**src/hw/hsal_pkg.sv**
```systemverilog
// package for the host serial async link: timing counts and config codes
// assumes a 40 MHz system clock and 16x oversampling of each bit
package hsal_pkg;
  localparam int unsigned CLK_HZ        = 40000000;        // system clock rate
  localparam int unsigned OVERSAMPLE    = 16;              // ticks per bit
  localparam int unsigned BAUD_19200    = 19200;           // fastest rate
  localparam int unsigned BAUD_9600     = 9600;
  localparam int unsigned BAUD_4800     = 4800;
  localparam int unsigned BAUD_2400     = 2400;            // slowest rate
  // oversample tick divisors, rounded down
  localparam logic [11:0] DIV_19200 = 12'(CLK_HZ / (BAUD_19200 * OVERSAMPLE));
  localparam logic [11:0] DIV_9600  = 12'(CLK_HZ / (BAUD_9600 * OVERSAMPLE));
  localparam logic [11:0] DIV_4800  = 12'(CLK_HZ / (BAUD_4800 * OVERSAMPLE));
  localparam logic [11:0] DIV_2400  = 12'(CLK_HZ / (BAUD_2400 * OVERSAMPLE));
  localparam logic [3:0]  TICK_MID   = 4'h7;               // mid-bit sample tick
  localparam logic [3:0]  TICK_LAST  = 4'hF;               // last tick of a bit
  // baud select codes
  localparam logic [1:0]  SEL_19200 = 2'h0;
  localparam logic [1:0]  SEL_9600  = 2'h1;
  localparam logic [1:0]  SEL_4800  = 2'h2;
  localparam logic [1:0]  SEL_2400  = 2'h3;
  // parity codes
  localparam logic [1:0]  PAR_NONE  = 2'h0;
  localparam logic [1:0]  PAR_ODD   = 2'h1;
  localparam logic [1:0]  PAR_EVEN  = 2'h2;
  localparam logic        LINE_IDLE = 1'h1;                // idle/stop level
  localparam logic        LINE_START = 1'h0;               // start level
  typedef enum logic [2:0] {
    HSAL_IDLE   = 3'h0,
    HSAL_START  = 3'h1,
    HSAL_DATA   = 3'h2,
    HSAL_PARITY = 3'h3,
    HSAL_STOP   = 3'h4
  } hsal_state_t;
endpackage

```
**src/hw/hsal_top.sv**
```systemverilog
// host serial async link: full-duplex uart acting as the terminal end
// assumes a 40 MHz clock, a synchronous reset and one host on the lines
`timescale 1ns/1ps
module hsal_top (
  input  wire logic       clk_in,
  input  wire logic       reset_in,
  input  wire logic [1:0] baud_sel_in,      // rate select code
  input  wire logic       eight_bits_in,    // 1: 8 data bits, 0: 7
  input  wire logic [1:0] parity_sel_in,    // parity mode code
  input  wire logic [7:0] tx_data_in,       // word to send
  input  wire logic       tx_valid_in,      // word offered
  output logic            tx_ready_out,     // word taken
  output logic [7:0]      rx_data_out,      // received word
  output logic            rx_valid_out,     // received word valid
  output logic            rx_error_out,     // parity or stop fault
  input  wire logic       rx_ready_in,      // user takes word
  input  wire logic       rx_line_in,       // received data pin
  output logic            tx_line_out       // transmitted data pin
);
  // oversample tick divider, one enable pulse per 1/16 bit
  logic [11:0] div_cnt;                     // divider count
  logic        tick;                        // oversample enable
  wire  [11:0] div_max =                    // selected divisor
    (baud_sel_in == hsal_pkg::SEL_19200) ? hsal_pkg::DIV_19200 :
    (baud_sel_in == hsal_pkg::SEL_9600)  ? hsal_pkg::DIV_9600  :
    (baud_sel_in == hsal_pkg::SEL_4800)  ? hsal_pkg::DIV_4800  :
                                           hsal_pkg::DIV_2400;
  wire         div_wrap = (div_cnt >= 12'(div_max - 12'h001));

  always_ff @(posedge clk_in)
  begin
    if (reset_in)
    begin
      div_cnt <= 12'h000;
      tick    <= 1'h0;
    end
    else
    begin
      div_cnt <= div_wrap ? 12'h000 : 12'(div_cnt + 12'h001);
      tick    <= div_wrap;
    end
  end

  // parity of the active data bits
  function automatic logic par_bit(input logic [7:0] d, input logic eight,
                                   input logic [1:0] mode);
    logic p;
    p = ^d[6:0] ^ (eight & d[7]);
    par_bit = (mode == hsal_pkg::PAR_ODD) ? ~p : p;
  endfunction

  // transmit side
  hsal_pkg::hsal_state_t tx_state;          // transmit phase
  logic [7:0] tx_shift;                     // word being sent
  logic [3:0] tx_tick;                      // tick within bit
  logic [2:0] tx_bit;                       // data bit index
  logic       tx_par;                       // parity to send
  wire        tx_bit_end = tick && (tx_tick == hsal_pkg::TICK_LAST);
  wire  [2:0] last_bit   = eight_bits_in ? 3'h7 : 3'h6;
  wire        has_par    = (parity_sel_in != hsal_pkg::PAR_NONE);
  wire        tx_take    = (tx_state == hsal_pkg::HSAL_IDLE) && tx_valid_in;

  // tx ready stalls the source while a frame is on the line
  always_ff @(posedge clk_in)
  begin
    if (reset_in)
      tx_ready_out <= 1'h0;
    else
      tx_ready_out <= (tx_state == hsal_pkg::HSAL_IDLE) && !tx_take;
  end

  // transmit frame sequencer
  always_ff @(posedge clk_in)
  begin
    if (reset_in)
    begin
      tx_state    <= hsal_pkg::HSAL_IDLE;
      tx_shift    <= 8'h00;
      tx_tick     <= 4'h0;
      tx_bit      <= 3'h0;
      tx_par      <= 1'h0;
      tx_line_out <= hsal_pkg::LINE_IDLE;
    end
    else
    begin
      if (tick)
        tx_tick <= 4'(tx_tick + 4'h1);
      unique case (tx_state)
        hsal_pkg::HSAL_IDLE:
        begin
          tx_line_out <= hsal_pkg::LINE_IDLE;
          if (tx_valid_in && tx_ready_out)
          begin
            tx_shift    <= tx_data_in;
            tx_par      <= par_bit(tx_data_in, eight_bits_in, parity_sel_in);
            tx_tick     <= 4'h0;
            tx_state    <= hsal_pkg::HSAL_START;
            tx_line_out <= hsal_pkg::LINE_START;
          end
        end
        hsal_pkg::HSAL_START:
          if (tx_bit_end)
          begin
            tx_bit      <= 3'h0;
            tx_line_out <= tx_shift[0];
            tx_state    <= hsal_pkg::HSAL_DATA;
          end
        hsal_pkg::HSAL_DATA:
          if (tx_bit_end)
          begin
            if (tx_bit == last_bit)
            begin
              tx_line_out <= has_par ? tx_par : hsal_pkg::LINE_IDLE;
              tx_state    <= has_par ? hsal_pkg::HSAL_PARITY : hsal_pkg::HSAL_STOP;
            end
            else
            begin
              tx_bit      <= 3'(tx_bit + 3'h1);
              tx_line_out <= tx_shift[3'(tx_bit + 3'h1)];
            end
          end
        hsal_pkg::HSAL_PARITY:
          if (tx_bit_end)
          begin
            tx_line_out <= hsal_pkg::LINE_IDLE;
            tx_state    <= hsal_pkg::HSAL_STOP;
          end
        hsal_pkg::HSAL_STOP:
          if (tx_bit_end)
            tx_state <= hsal_pkg::HSAL_IDLE;
        default:
          tx_state <= hsal_pkg::HSAL_IDLE;
      endcase
    end
  end

  // receive side: pin synchroniser, the only modem-free input used
  logic rx_meta;                            // first stage
  logic rx_sync;                            // second stage
  logic [2:0] rx_hist;                      // last three samples
  always_ff @(posedge clk_in)
  begin
    if (reset_in)
    begin
      rx_meta <= hsal_pkg::LINE_IDLE;
      rx_sync <= hsal_pkg::LINE_IDLE;
      rx_hist <= 3'h7;
    end
    else
    begin
      rx_meta <= rx_line_in;
      rx_sync <= rx_meta;
      if (tick)
        rx_hist <= {rx_hist[1:0], rx_sync};
    end
  end

  // majority of three samples rejects single glitches
  wire rx_vote = (rx_hist[0] & rx_hist[1]) | (rx_hist[1] & rx_hist[2]) |
                 (rx_hist[0] & rx_hist[2]);

  hsal_pkg::hsal_state_t rx_state;          // receive phase
  logic [3:0] rx_tick;                      // tick within bit
  logic [2:0] rx_bit;                       // data bit index
  logic [7:0] rx_shift;                     // assembled word
  logic       rx_par_bad;                   // parity mismatch seen
  logic       rx_push;                      // word to buffer
  logic [7:0] rx_word;                      // word to push, error kept in rx_word_err
  logic       rx_word_err;                  // error of pushed word
  wire        rx_mid = tick && (rx_tick == hsal_pkg::TICK_MID);
  wire        buf_ready;                    // buffer has room

  // receive frame sequencer; a full buffer drops the word, and no error flag records the drop
  always_ff @(posedge clk_in)
  begin
    if (reset_in)
    begin
      rx_state    <= hsal_pkg::HSAL_IDLE;
      rx_tick     <= 4'h0;
      rx_bit      <= 3'h0;
      rx_shift    <= 8'h00;
      rx_par_bad  <= 1'h0;
      rx_push     <= 1'h0;
      rx_word     <= 8'h00;
      rx_word_err <= 1'h0;
    end
    else
    begin
      rx_push <= 1'h0;
      if (tick)
        rx_tick <= 4'(rx_tick + 4'h1);
      unique case (rx_state)
        hsal_pkg::HSAL_IDLE:
          if (tick && (rx_sync == hsal_pkg::LINE_START))
          begin
            rx_tick  <= 4'h1;
            rx_state <= hsal_pkg::HSAL_START;
          end
        hsal_pkg::HSAL_START:
          if (rx_mid)
          begin
            if (rx_vote == hsal_pkg::LINE_START)
            begin
              rx_tick    <= 4'h0;
              rx_bit     <= 3'h0;
              rx_shift   <= 8'h00;
              rx_par_bad <= 1'h0;
              rx_state   <= hsal_pkg::HSAL_DATA;
            end
            else
              rx_state <= hsal_pkg::HSAL_IDLE;
          end
        hsal_pkg::HSAL_DATA:
          if (tick && (rx_tick == hsal_pkg::TICK_LAST))
          begin
            rx_shift[rx_bit] <= rx_vote;
            if (rx_bit == last_bit)
              rx_state <= has_par ? hsal_pkg::HSAL_PARITY : hsal_pkg::HSAL_STOP;
            else
              rx_bit <= 3'(rx_bit + 3'h1);
          end
        hsal_pkg::HSAL_PARITY:
          if (tick && (rx_tick == hsal_pkg::TICK_LAST))
          begin
            rx_par_bad <= (rx_vote != par_bit(rx_shift, eight_bits_in,
                                              parity_sel_in));
            rx_state   <= hsal_pkg::HSAL_STOP;
          end
        hsal_pkg::HSAL_STOP:
          if (tick && (rx_tick == hsal_pkg::TICK_LAST))
          begin
            rx_push     <= buf_ready;
            rx_word     <= rx_shift;
            rx_word_err <= rx_par_bad || (rx_vote != hsal_pkg::LINE_IDLE);
            rx_state    <= hsal_pkg::HSAL_IDLE;
          end
        default:
          rx_state <= hsal_pkg::HSAL_IDLE;
      endcase
    end
  end

  // error travels with each word in a parallel two-slot flag store
  logic [1:0] err_q;                        // error flags per slot
  logic       err_wr;                       // flag write slot
  logic       err_rd;                       // flag read slot
  logic [7:0] buf_data;                     // buffer head word
  logic       buf_valid;                    // buffer head valid
  // pop only a word already shown, so a consumer holding ready loses nothing
  wire        pop = rx_ready_in && rx_valid_out && buf_valid;

  hsal_skid u_rx_buf (
    .clk_in        (clk_in),
    .reset_in      (reset_in),
    .in_data_in    (rx_word),
    .in_valid_in   (rx_push),
    .in_ready_out  (buf_ready),
    .out_data_out  (buf_data),
    .out_valid_out (buf_valid),
    .out_ready_in  (pop)
  );

  // error flag slots follow buffer pointers
  always_ff @(posedge clk_in)
  begin
    if (reset_in)
    begin
      err_q  <= 2'h0;
      err_wr <= 1'h0;
      err_rd <= 1'h0;
    end
    else
    begin
      if (rx_push && buf_ready)
      begin
        err_q[err_wr] <= rx_word_err;
        err_wr        <= ~err_wr;
      end
      if (pop)
        err_rd <= ~err_rd;
    end
  end

  // registered output copy of buffer head; updates each cycle
  always_ff @(posedge clk_in)
  begin
    if (reset_in)
    begin
      rx_data_out  <= 8'h00;
      rx_valid_out <= 1'h0;
      rx_error_out <= 1'h0;
    end
    else
    begin
      rx_data_out  <= eight_bits_in ? buf_data : {1'b0, buf_data[6:0]};
      rx_valid_out <= buf_valid && !pop;
      rx_error_out <= buf_valid && !pop && err_q[err_rd];
    end
  end

  chk_tx_idle_high : assert property (@(posedge clk_in) disable iff (reset_in)
    (tx_state == hsal_pkg::HSAL_IDLE && $past(tx_state) == hsal_pkg::HSAL_STOP)
      |-> tx_line_out == hsal_pkg::LINE_IDLE) else $error("stop bit not high");
  chk_tx_start_low : assert property (@(posedge clk_in) disable iff (reset_in)
    (tx_state == hsal_pkg::HSAL_START) |-> tx_line_out == hsal_pkg::LINE_START)
    else $error("start bit not low");
  chk_tx_no_parity : assert property (@(posedge clk_in) disable iff (reset_in)
    (parity_sel_in == hsal_pkg::PAR_NONE && $stable(parity_sel_in))
      |-> tx_state != hsal_pkg::HSAL_PARITY) else $error("parity sent when off");
  chk_rx_glitch_reject : assert property (@(posedge clk_in) disable iff (reset_in)
    (rx_state == hsal_pkg::HSAL_START && rx_mid && rx_vote)
      |=> rx_state == hsal_pkg::HSAL_IDLE) else $error("glitch accepted as start");
  chk_duplex_tx_busy : assert property (@(posedge clk_in) disable iff (reset_in)
    (tx_state != hsal_pkg::HSAL_IDLE) |-> !tx_ready_out)
    else $error("ready while sending");
  chk_tick_rate : assert property (@(posedge clk_in) disable iff (reset_in)
    (tick && baud_sel_in == hsal_pkg::SEL_19200 && $stable(baud_sel_in))
      |=> !tick [*8]) else $error("tick too fast");
  chk_bit_count : assert property (@(posedge clk_in) disable iff (reset_in)
    (tx_state == hsal_pkg::HSAL_DATA) |-> tx_bit <= last_bit)
    else $error("data bit index overflow");
  chk_rx_stop_err : assert property (@(posedge clk_in) disable iff (reset_in)
    (rx_state == hsal_pkg::HSAL_STOP && tick && rx_tick == hsal_pkg::TICK_LAST
      && !rx_vote) |=> rx_word_err) else $error("low stop not flagged");
endmodule

```
**src/hw/hsal_skid.sv**
```systemverilog
// two-entry buffer with valid/ready on both sides
// assumes single clock, synchronous active-high reset
`timescale 1ns/1ps
module hsal_skid (
  input  wire logic       clk_in,
  input  wire logic       reset_in,
  input  wire logic [7:0] in_data_in,
  input  wire logic       in_valid_in,
  output logic            in_ready_out,
  output logic [7:0]      out_data_out,
  output logic            out_valid_out,
  input  wire logic       out_ready_in
);
  logic [7:0] mem [2];     // two storage slots
  logic       wr_ptr;      // next slot to fill
  logic       rd_ptr;      // next slot to drain
  logic [1:0] count;       // entries held
  wire        push = in_valid_in && (count != 2'h2);
  wire        pop  = (count != 2'h0) && out_ready_in;

  assign in_ready_out  = (count != 2'h2);
  assign out_valid_out = (count != 2'h0);
  assign out_data_out  = mem[rd_ptr];

  // pointers and fill count
  always_ff @(posedge clk_in)
  begin
    if (reset_in)
    begin
      wr_ptr <= 1'h0;
      rd_ptr <= 1'h0;
      count  <= 2'h0;
    end
    else
    begin
      if (push)
        wr_ptr <= ~wr_ptr;
      if (pop)
        rd_ptr <= ~rd_ptr;
      count <= 2'(count + {1'b0, push} - {1'b0, pop});
    end
  end

  // storage, no reset needed for data
  always_ff @(posedge clk_in)
  begin
    if (push)
      mem[wr_ptr] <= in_data_in;
  end

  chk_skid_no_overfill : assert property (@(posedge clk_in) disable iff (reset_in)
    count <= 2'h2) else $error("buffer count above two");
endmodule

```
**config.mk**
```make
export PLATFORM = sky130hd
export DESIGN_NAME = hsal_top
export DESIGN_NICKNAME = d
export VERILOG_FILES = /design/src/hw/hsal_pkg.sv /design/src/hw/hsal_top.sv /design/src/hw/hsal_skid.sv
export SDC_FILE = /design/constraint.sdc
export NUM_CORES = 1
export LEC_CHECK = 0
export ABC_CLOCK_PERIOD_IN_PS = 3500
export BUFFER_PORTS_ARGS = -buffer_cell sky130_fd_sc_hd__buf_2
export CAP_MARGIN = 20
export CORE_MARGIN = 1
export CORE_UTILIZATION = 35
export DETAILED_ROUTE_END_ITERATION = 8
export PLACE_DENSITY = 0.62
export SETUP_SLACK_MARGIN = 0.4
export SKIP_CTS_REPAIR_TIMING = 1
export SLEW_MARGIN = 20
export SYNTH_ARGS = -nofsm -noshare
export SYNTH_HDL_FRONTEND = slang
export SYNTH_SLANG_ARGS = --single-unit
```
**constraint.sdc**
```tcl
create_clock -name clk_in -period 3.5 [get_ports clk_in]
set_clock_uncertainty 0.15 [all_clocks]
set_input_delay 0.175 -clock clk_in [delete_from_list [all_inputs] [get_ports clk_in]]
set_output_delay 0.175 -clock clk_in [all_outputs]
set_load 0.005 [all_outputs]
```
# Word-level counts from Yosys, hierarchy flattened
# Memories as Yosys holds them, arrays and structs flattened. A register that Yosys moved wholly into a read port is not among the register bits.
# Cells that the tools add are included.
# Widths: inputs -> output; s select.
[word_totals]
in_bits = 18
n_memories = 1
ff_bits = 86
elab_cells = 207
ram_bits = 16
rom_bits = 0
latch_bits = 0
output_inout_bits = 12
[memory_table]
columns = ["name", "words", "width", "read_ports", "rd_ports_with_merged_regs", "wr", "line", "source"]
rows = [
  ["u_rx_buf.mem", 2, 8, 1, 1, 1, "hsal_skid.sv:14", "logic [7:0] mem [2];"],
]
[op_classes]
multipliers = 0
n_div = 0
n_shift = 0
n_lt_le_gt_ge = 7
muxes = 67
addsub = 8
eq_ne = 33
reduce_logical = 41
bitwise = 20
[ops]
columns = ["operator", "count"]
rows = [
  ["$mux 3", 19],
  ["$mux 11", 3],
  ["$ne 2x2->1 const B", 15],
  ["$pmux 3 s5", 2],
  ["$mux 4", 7],
  ["$mux 8", 3],
  ["$mux 1", 21],
  ["$pmux 8 s2", 1],
  ["$reduce_and 4->1", 4],
  ["$logic_and 1x1->1", 15],
  ["$reduce_xor 7->1", 2],
  ["$add 12x1->12 const B", 1],
  ["$eq 3x2->1 const B", 4],
  ["$ge 12x12->1", 1],
  ["$pmux 3 s2", 2],
  ["$reduce_and 6->1", 2],
  ["$sub 11x1->12 const B", 1],
  ["$not 1->1", 11],
  ["$reduce_bool 2->1", 5],
  ["$add 4x1->4 const B", 2],
  ["$bwmux 8", 1],
  ["$eq 4x4->1 const B", 2],
  ["$lt 3x4->1 const B", 2],
  ["$pmux 4 s2", 1],
  ["33 further kinds", 49],
]

# Longest topological paths before layout
[depth]
depth_word = 7
mapped_depth = 10
ltp_nobuf = 9

# By module
# From an unflattened synthesis, not the netlist that was laid out.
[hier_totals]
cells_unflattened = 518
hier_area_um2 = 4989.8
[by_module_without_submodules]
columns = ["mod", "seq_area_each_um2", "cells_each", "instances", "area_each_um2"]
rows = [
  ["hsal_top", 1641.6, 469, 1, 4176.5],
  ["hsal_skid", 580.6, 49, 1, 813.3],
]

# Worst setup path after synthesis
# OpenSTA, ideal clock, no wires.
[synth_timing]
path_type = "in2reg"
start = "input baud_sel_in[0]"
end = "register div_cnt[2]"
required_ns = 3.285
setup_ns = 0.065
n_path_buf = 1
setup_slack_ns = 1.025
arrival_ns = 2.260
cell_stages = 10
path_cell_list = "inv_1 -> ha_1 -> or4_1 -> ha_1 -> a21o_1 -> a21o_1 -> a221oi_1 -> o31ai_1 -> clkbuf_1 -> nor2_1"
[synth_between]
elab_chain_len = 7
word_cells_on_any_way = 9
classes_between = "add/sub: 1; order compare: 1; eq/ne: 2; mux: 3; reduce/logical: 2"
[synth_lines]
columns = ["item", "line", "source"]
rows = [
  ["from (decl)", "hsal_top.sv:7", "input wire logic [1:0] baud_sel_in,"],
  ["$eq 2x2->1", "hsal_top.sv:26", "(baud_sel_in == hsal_pkg::SEL_4800) ? hsal_pkg::DIV_4800 :"],
  ["$mux 11", "hsal_top.sv:26", ""],
  ["$mux 11", "hsal_top.sv:25", "(baud_sel_in == hsal_pkg::SEL_9600) ? hsal_pkg::DIV_9600 :"],
  ["$mux 11 *", "hsal_top.sv:24", "(baud_sel_in == hsal_pkg::SEL_19200) ? hsal_pkg::DIV_19200 :"],
  ["$sub 11x1->12 *", "hsal_top.sv:28", "wire div_wrap = (div_cnt >= 12'(div_max - 12'h001));"],
  ["$ge 12x12->1 *", "hsal_top.sv:28", ""],
  ["$reduce_or 2->1 (no source line) *", "-", ""],
  ["to (signal assigned)", "hsal_top.sv:39", "div_cnt <= div_wrap ? 12'h000 : 12'(div_cnt + 12'h001);"],
  ["to (decl)", "hsal_top.sv:21", "logic [11:0] div_cnt;"],
]
# Every way passes the cells marked *; elsewhere a longest branch is shown, timed or not.
# A chain may end at the register's enable or synchronous reset.

# Worst setup path in the final report
# Ends and elaborated chain as after synthesis.

==> results.md <==
| Parameter | This run |
|---|---|
| Status | finished, final reports clean |
| Summed instance area of the synthesized netlist | 0.00486 mm² |
| Share of the synthesized area in the top cell type | 0.358 |
| Post-synthesis to final-layout area growth | 15.1% |
| Clock slew at reported path FFs | 70 ps |
| Hold Vio Cnt, Final | 0 |
| Post-layout minimum cycle time | 2450 ps |
| Maximum number of pins on one net before global-route repair | 38 |
| Detailed-route vias per instance | 4.91 |
| Total design power | 2.48 mW |
| Wire length of the first global-routing pass | 15.6 mm |
| Width of the chip | 120 µm |
| LEAKAGE | 2.18 nW |
| Power Density | 443 mW/mm² |
| Worst-Margin Slew | 722 ps |
| Crit. End Element | flop |
| Source of the critical timing path | baud_sel_in[0] |
| Slowest cell on the critical path | sky130_fd_sc_hd__or4_1 |
| Total congestion overflow after global routing | 0 |
| Worst Min Path Start | eight_bits_in |
| Clock tree from TritonCTS | done |
| Iteration count of the initial detailed-routing pass | 4 |
| Post-synth top area cell | sky130_fd_sc_hd__dfxtp_1 |
| Synth async-reset ratio | 0 |
| Input/output buffers | 29 |
| Total setup violations reported at the end of the flow | 0 |
| Via count of the first global-routing pass | 3348 |
| Total DRC errors in the routed layout | 0 |
| Max Cap Violations | 0 |
| Mean cell area of the mapped netlist | 9.19 µm² |
| Sequential share of the synthesized area | 0.457 |
| Count of routing violations after the opening detailed-route iteration | 233 |
| All-Layer GR Usage | 0.138 |
| Maximum count of clock buffers along a single path | 2 |
| H-tree depth | 3 |
| Clock buffers created by TritonCTS | 9 |
| Final wirelength | 9.50 mm |
| CTS sink cnt | 103 |
| Placeable core area | 0.0134 mm² |
| Worst path required time | 3640 ps |
| Fraction of layout cells with a size suffix above 1 | 0.110 |
| Yosys warnings | 0 |
| Final routed wire length divided by cell count | 12.9 µm |
| Arrival time reported for the critical path endpoint | 2590 ps |
| Relative slew slack | 0.517 |
| Flops & latches, synth | 103 |
| Routability Congestion | 0.788 |
| Crit Path Max Fanout | 12 |
| Die Area | 0.0144 mm² |
| Distinct cell type count after synthesis | 57 |
| Path class of the lowest-slack min-delay path | in -> reg |
| Routed vias | 3629 |
| Stage delay of the slowest cell on the critical path | 510 ps |
| Number of fillers in the final layout | 1283 |
| Highest clock rate | 408 MHz |
| Reg-to-reg startpoint | div_cnt[0]$_SDFF_PP0_ |
| Number of synthesized flops with an enable pin | 16 |
| Tcrit/Tclk final | 0.701 |
| Unrepaired setup endpoints after global routing | no |
| Later-pin clock latency in the skew report | 360 ps |
| Remaining number of nets flagged by the antenna check after routing | 0 |
| WS Path Type | in -> reg |
| Final layout net count | 602 |
| Top cells by area in the synthesized netlist | sky130_fd_sc_hd__dfxtp_1 (36%), sky130_fd_sc_hd__edfxtp_1 (9.9%), sky130_fd_sc_hd__ha_1 (6.7%) |
| Vertical extent of the die | 120 µm |
| CP Launch Type | input pin |
| Count of pins on the block boundary | 30 |
| Count of antenna diodes in the layout | 0 |
| Post-detail-place hpwl | 6.70 mm |
| Worst VDD drop | 0.232 mV |
| Count of standard-cell rows | 42 |
| Buffer and inverter count on the worst path | 3 |
| Critical Path, Cell by Cell | buf_2 -> inv_1 -> ha_1 -> or4_1 -> ha_1 -> a21o_1 -> a21o_1 -> a221oi_1 -> o31ai_1 -> buf_4 -> nor2_1 |
| CP delay by family, top | compound AO/OA/AOI/OAI gates |
| Effective utilization at floorplan | 0.363 |
| Number of slew-limit violations in the final report | 0 |
| Cell count after synthesis | 529 |
| Prevailing post-synth register cell | sky130_fd_sc_hd__dfxtp_1 |
| CTS root buf | sky130_fd_sc_hd__clkbuf_16 |
| Antenna violations before repair | 0 |
| Setup tns final | 0 ps |
-- logic make-up (layout without fill, tap and decap cells) --
kind of cell | Yosys count | count (layout) | synth area share
simple gates | 193 | 193 | 0.182
flops | 103 | 103 | 0.457
compound gates | 87 | 87 | 0.116
buf+inv | 52 | 85 | 0.0445
xor+xnor | 43 | 43 | 0.0775
fa+ha+maj | 27 | 27 | 0.0692
mux | 23 | 23 | 0.0533
other cells | 1 | 2 | 0.000771
-- where the power goes --
part	internal, mW	leakage, nW	total [mW]	switching [mW]
clock	0.659	0.163	1.12	0.463
sequential	1.21	0.853	1.22	0.00999
combinational	0.0618	1.16	0.136	0.0740
total	1.93	2.18	2.48	0.546
-- sequential cells by signal, summed over array words and instances, names as in the netlist, 2 cells and up, named ones only --
signal / flops
u_rx_buf.mem: 16
tx_shift: 8
rx_tick: 4
div_cnt: 12
err_q: 2
u_rx_buf.count: 2
rx_bit: 3
rx_word: 8
tx_tick: 4
rx_data_out: 8
rx_hist: 3
rx_state: 3
rx_shift: 8
tx_bit: 3
tx_state: 3
-- metal layers --
layer / up-vias / routed length, µm / global-route usage
met1: 1671 / 4560 / 0.173
met2: 62 / 4410 / 0.222
li1: 1884 / - / -
met5: - / 0 / 0
met4: 0 / 152 / 0.0500
met3: 12 / 374 / 0.0418
-- final cells by class --
class	instances	area (µm²)	area share
Timing Repair Buffer	45	293	0.0523
Sequential cell	103	2220	0.397
Multi-Input combinational cell	375	2430	0.435
Tap cell	176	220	0.0393
Clock inverter	6	98.8	0.0177
Inverter	24	90.1	0.0161
Clock buffer	10	239	0.0427
-- Yosys cell counts, drive strengths merged, types with 4 or more instances --
library cell,number
o21ai,13
ha,26
nand2,56
edfxtp,16
a211oi,4
inv,24
nor2b,5
nor2,77
and3,5
o32ai,4
dfxtp,87
nand4,7
nand2b,4
xnor2,25
o31ai,8
clkbuf,20
nor3,11
xor2,18
nand3,7
buf,8
mux2i,18
a21oi,36
-- per-stage QoR --
step | hold WS, ps | instance area, µm² | utilization | std cells | worst slack (ps)
final | 14.9 | 5600 | 0.418 | 739 | 1050
after global routing | 22.2 | 5600 | 0.418 | 739 | 979
after CTS | -159 | 5490 | 0.409 | 728 | 1060
after detailed placement | 216 | 5150 | 0.384 | 712 | 704
after global placement | 213 | 5150 | 0.384 | 712 | 847
after floorplan | 104 | 4870 | - | 530 | 1020
-- final timing paths --
check,end,slack [ps],cells past startpoint
worst max-delay path,div_cnt[2]$_SDFF_PP0_,1050,11
worst min-delay path,rx_data_out[7]$_SDFF_PP0_,10,2
worst max register to register,div_cnt[2]$_SDFF_PP0_,1090,9
worst min register to register,rx_sync$_SDFF_PP1_,260,1
-- placed cells by master, fill, tap and decap left out, types with 8 or more instances in the layout --
master / instances
sky130_fd_sc_hd__dfxtp_1: 87
sky130_fd_sc_hd__nor2_1: 77
sky130_fd_sc_hd__nand2_1: 56
sky130_fd_sc_hd__a21oi_1: 34
sky130_fd_sc_hd__buf_2: 29
sky130_fd_sc_hd__ha_1: 26
sky130_fd_sc_hd__xnor2_1: 25
sky130_fd_sc_hd__inv_1: 24
sky130_fd_sc_hd__mux2i_1: 18
sky130_fd_sc_hd__xor2_1: 18
sky130_fd_sc_hd__edfxtp_1: 16
sky130_fd_sc_hd__o21ai_0: 12
sky130_fd_sc_hd__nor3_1: 11
sky130_fd_sc_hd__dlygate4sd3_1: 11
sky130_fd_sc_hd__clkbuf_16: 9
sky130_fd_sc_hd__o31ai_1: 8
Note: power is estimated with default switching activity, not from simulation.
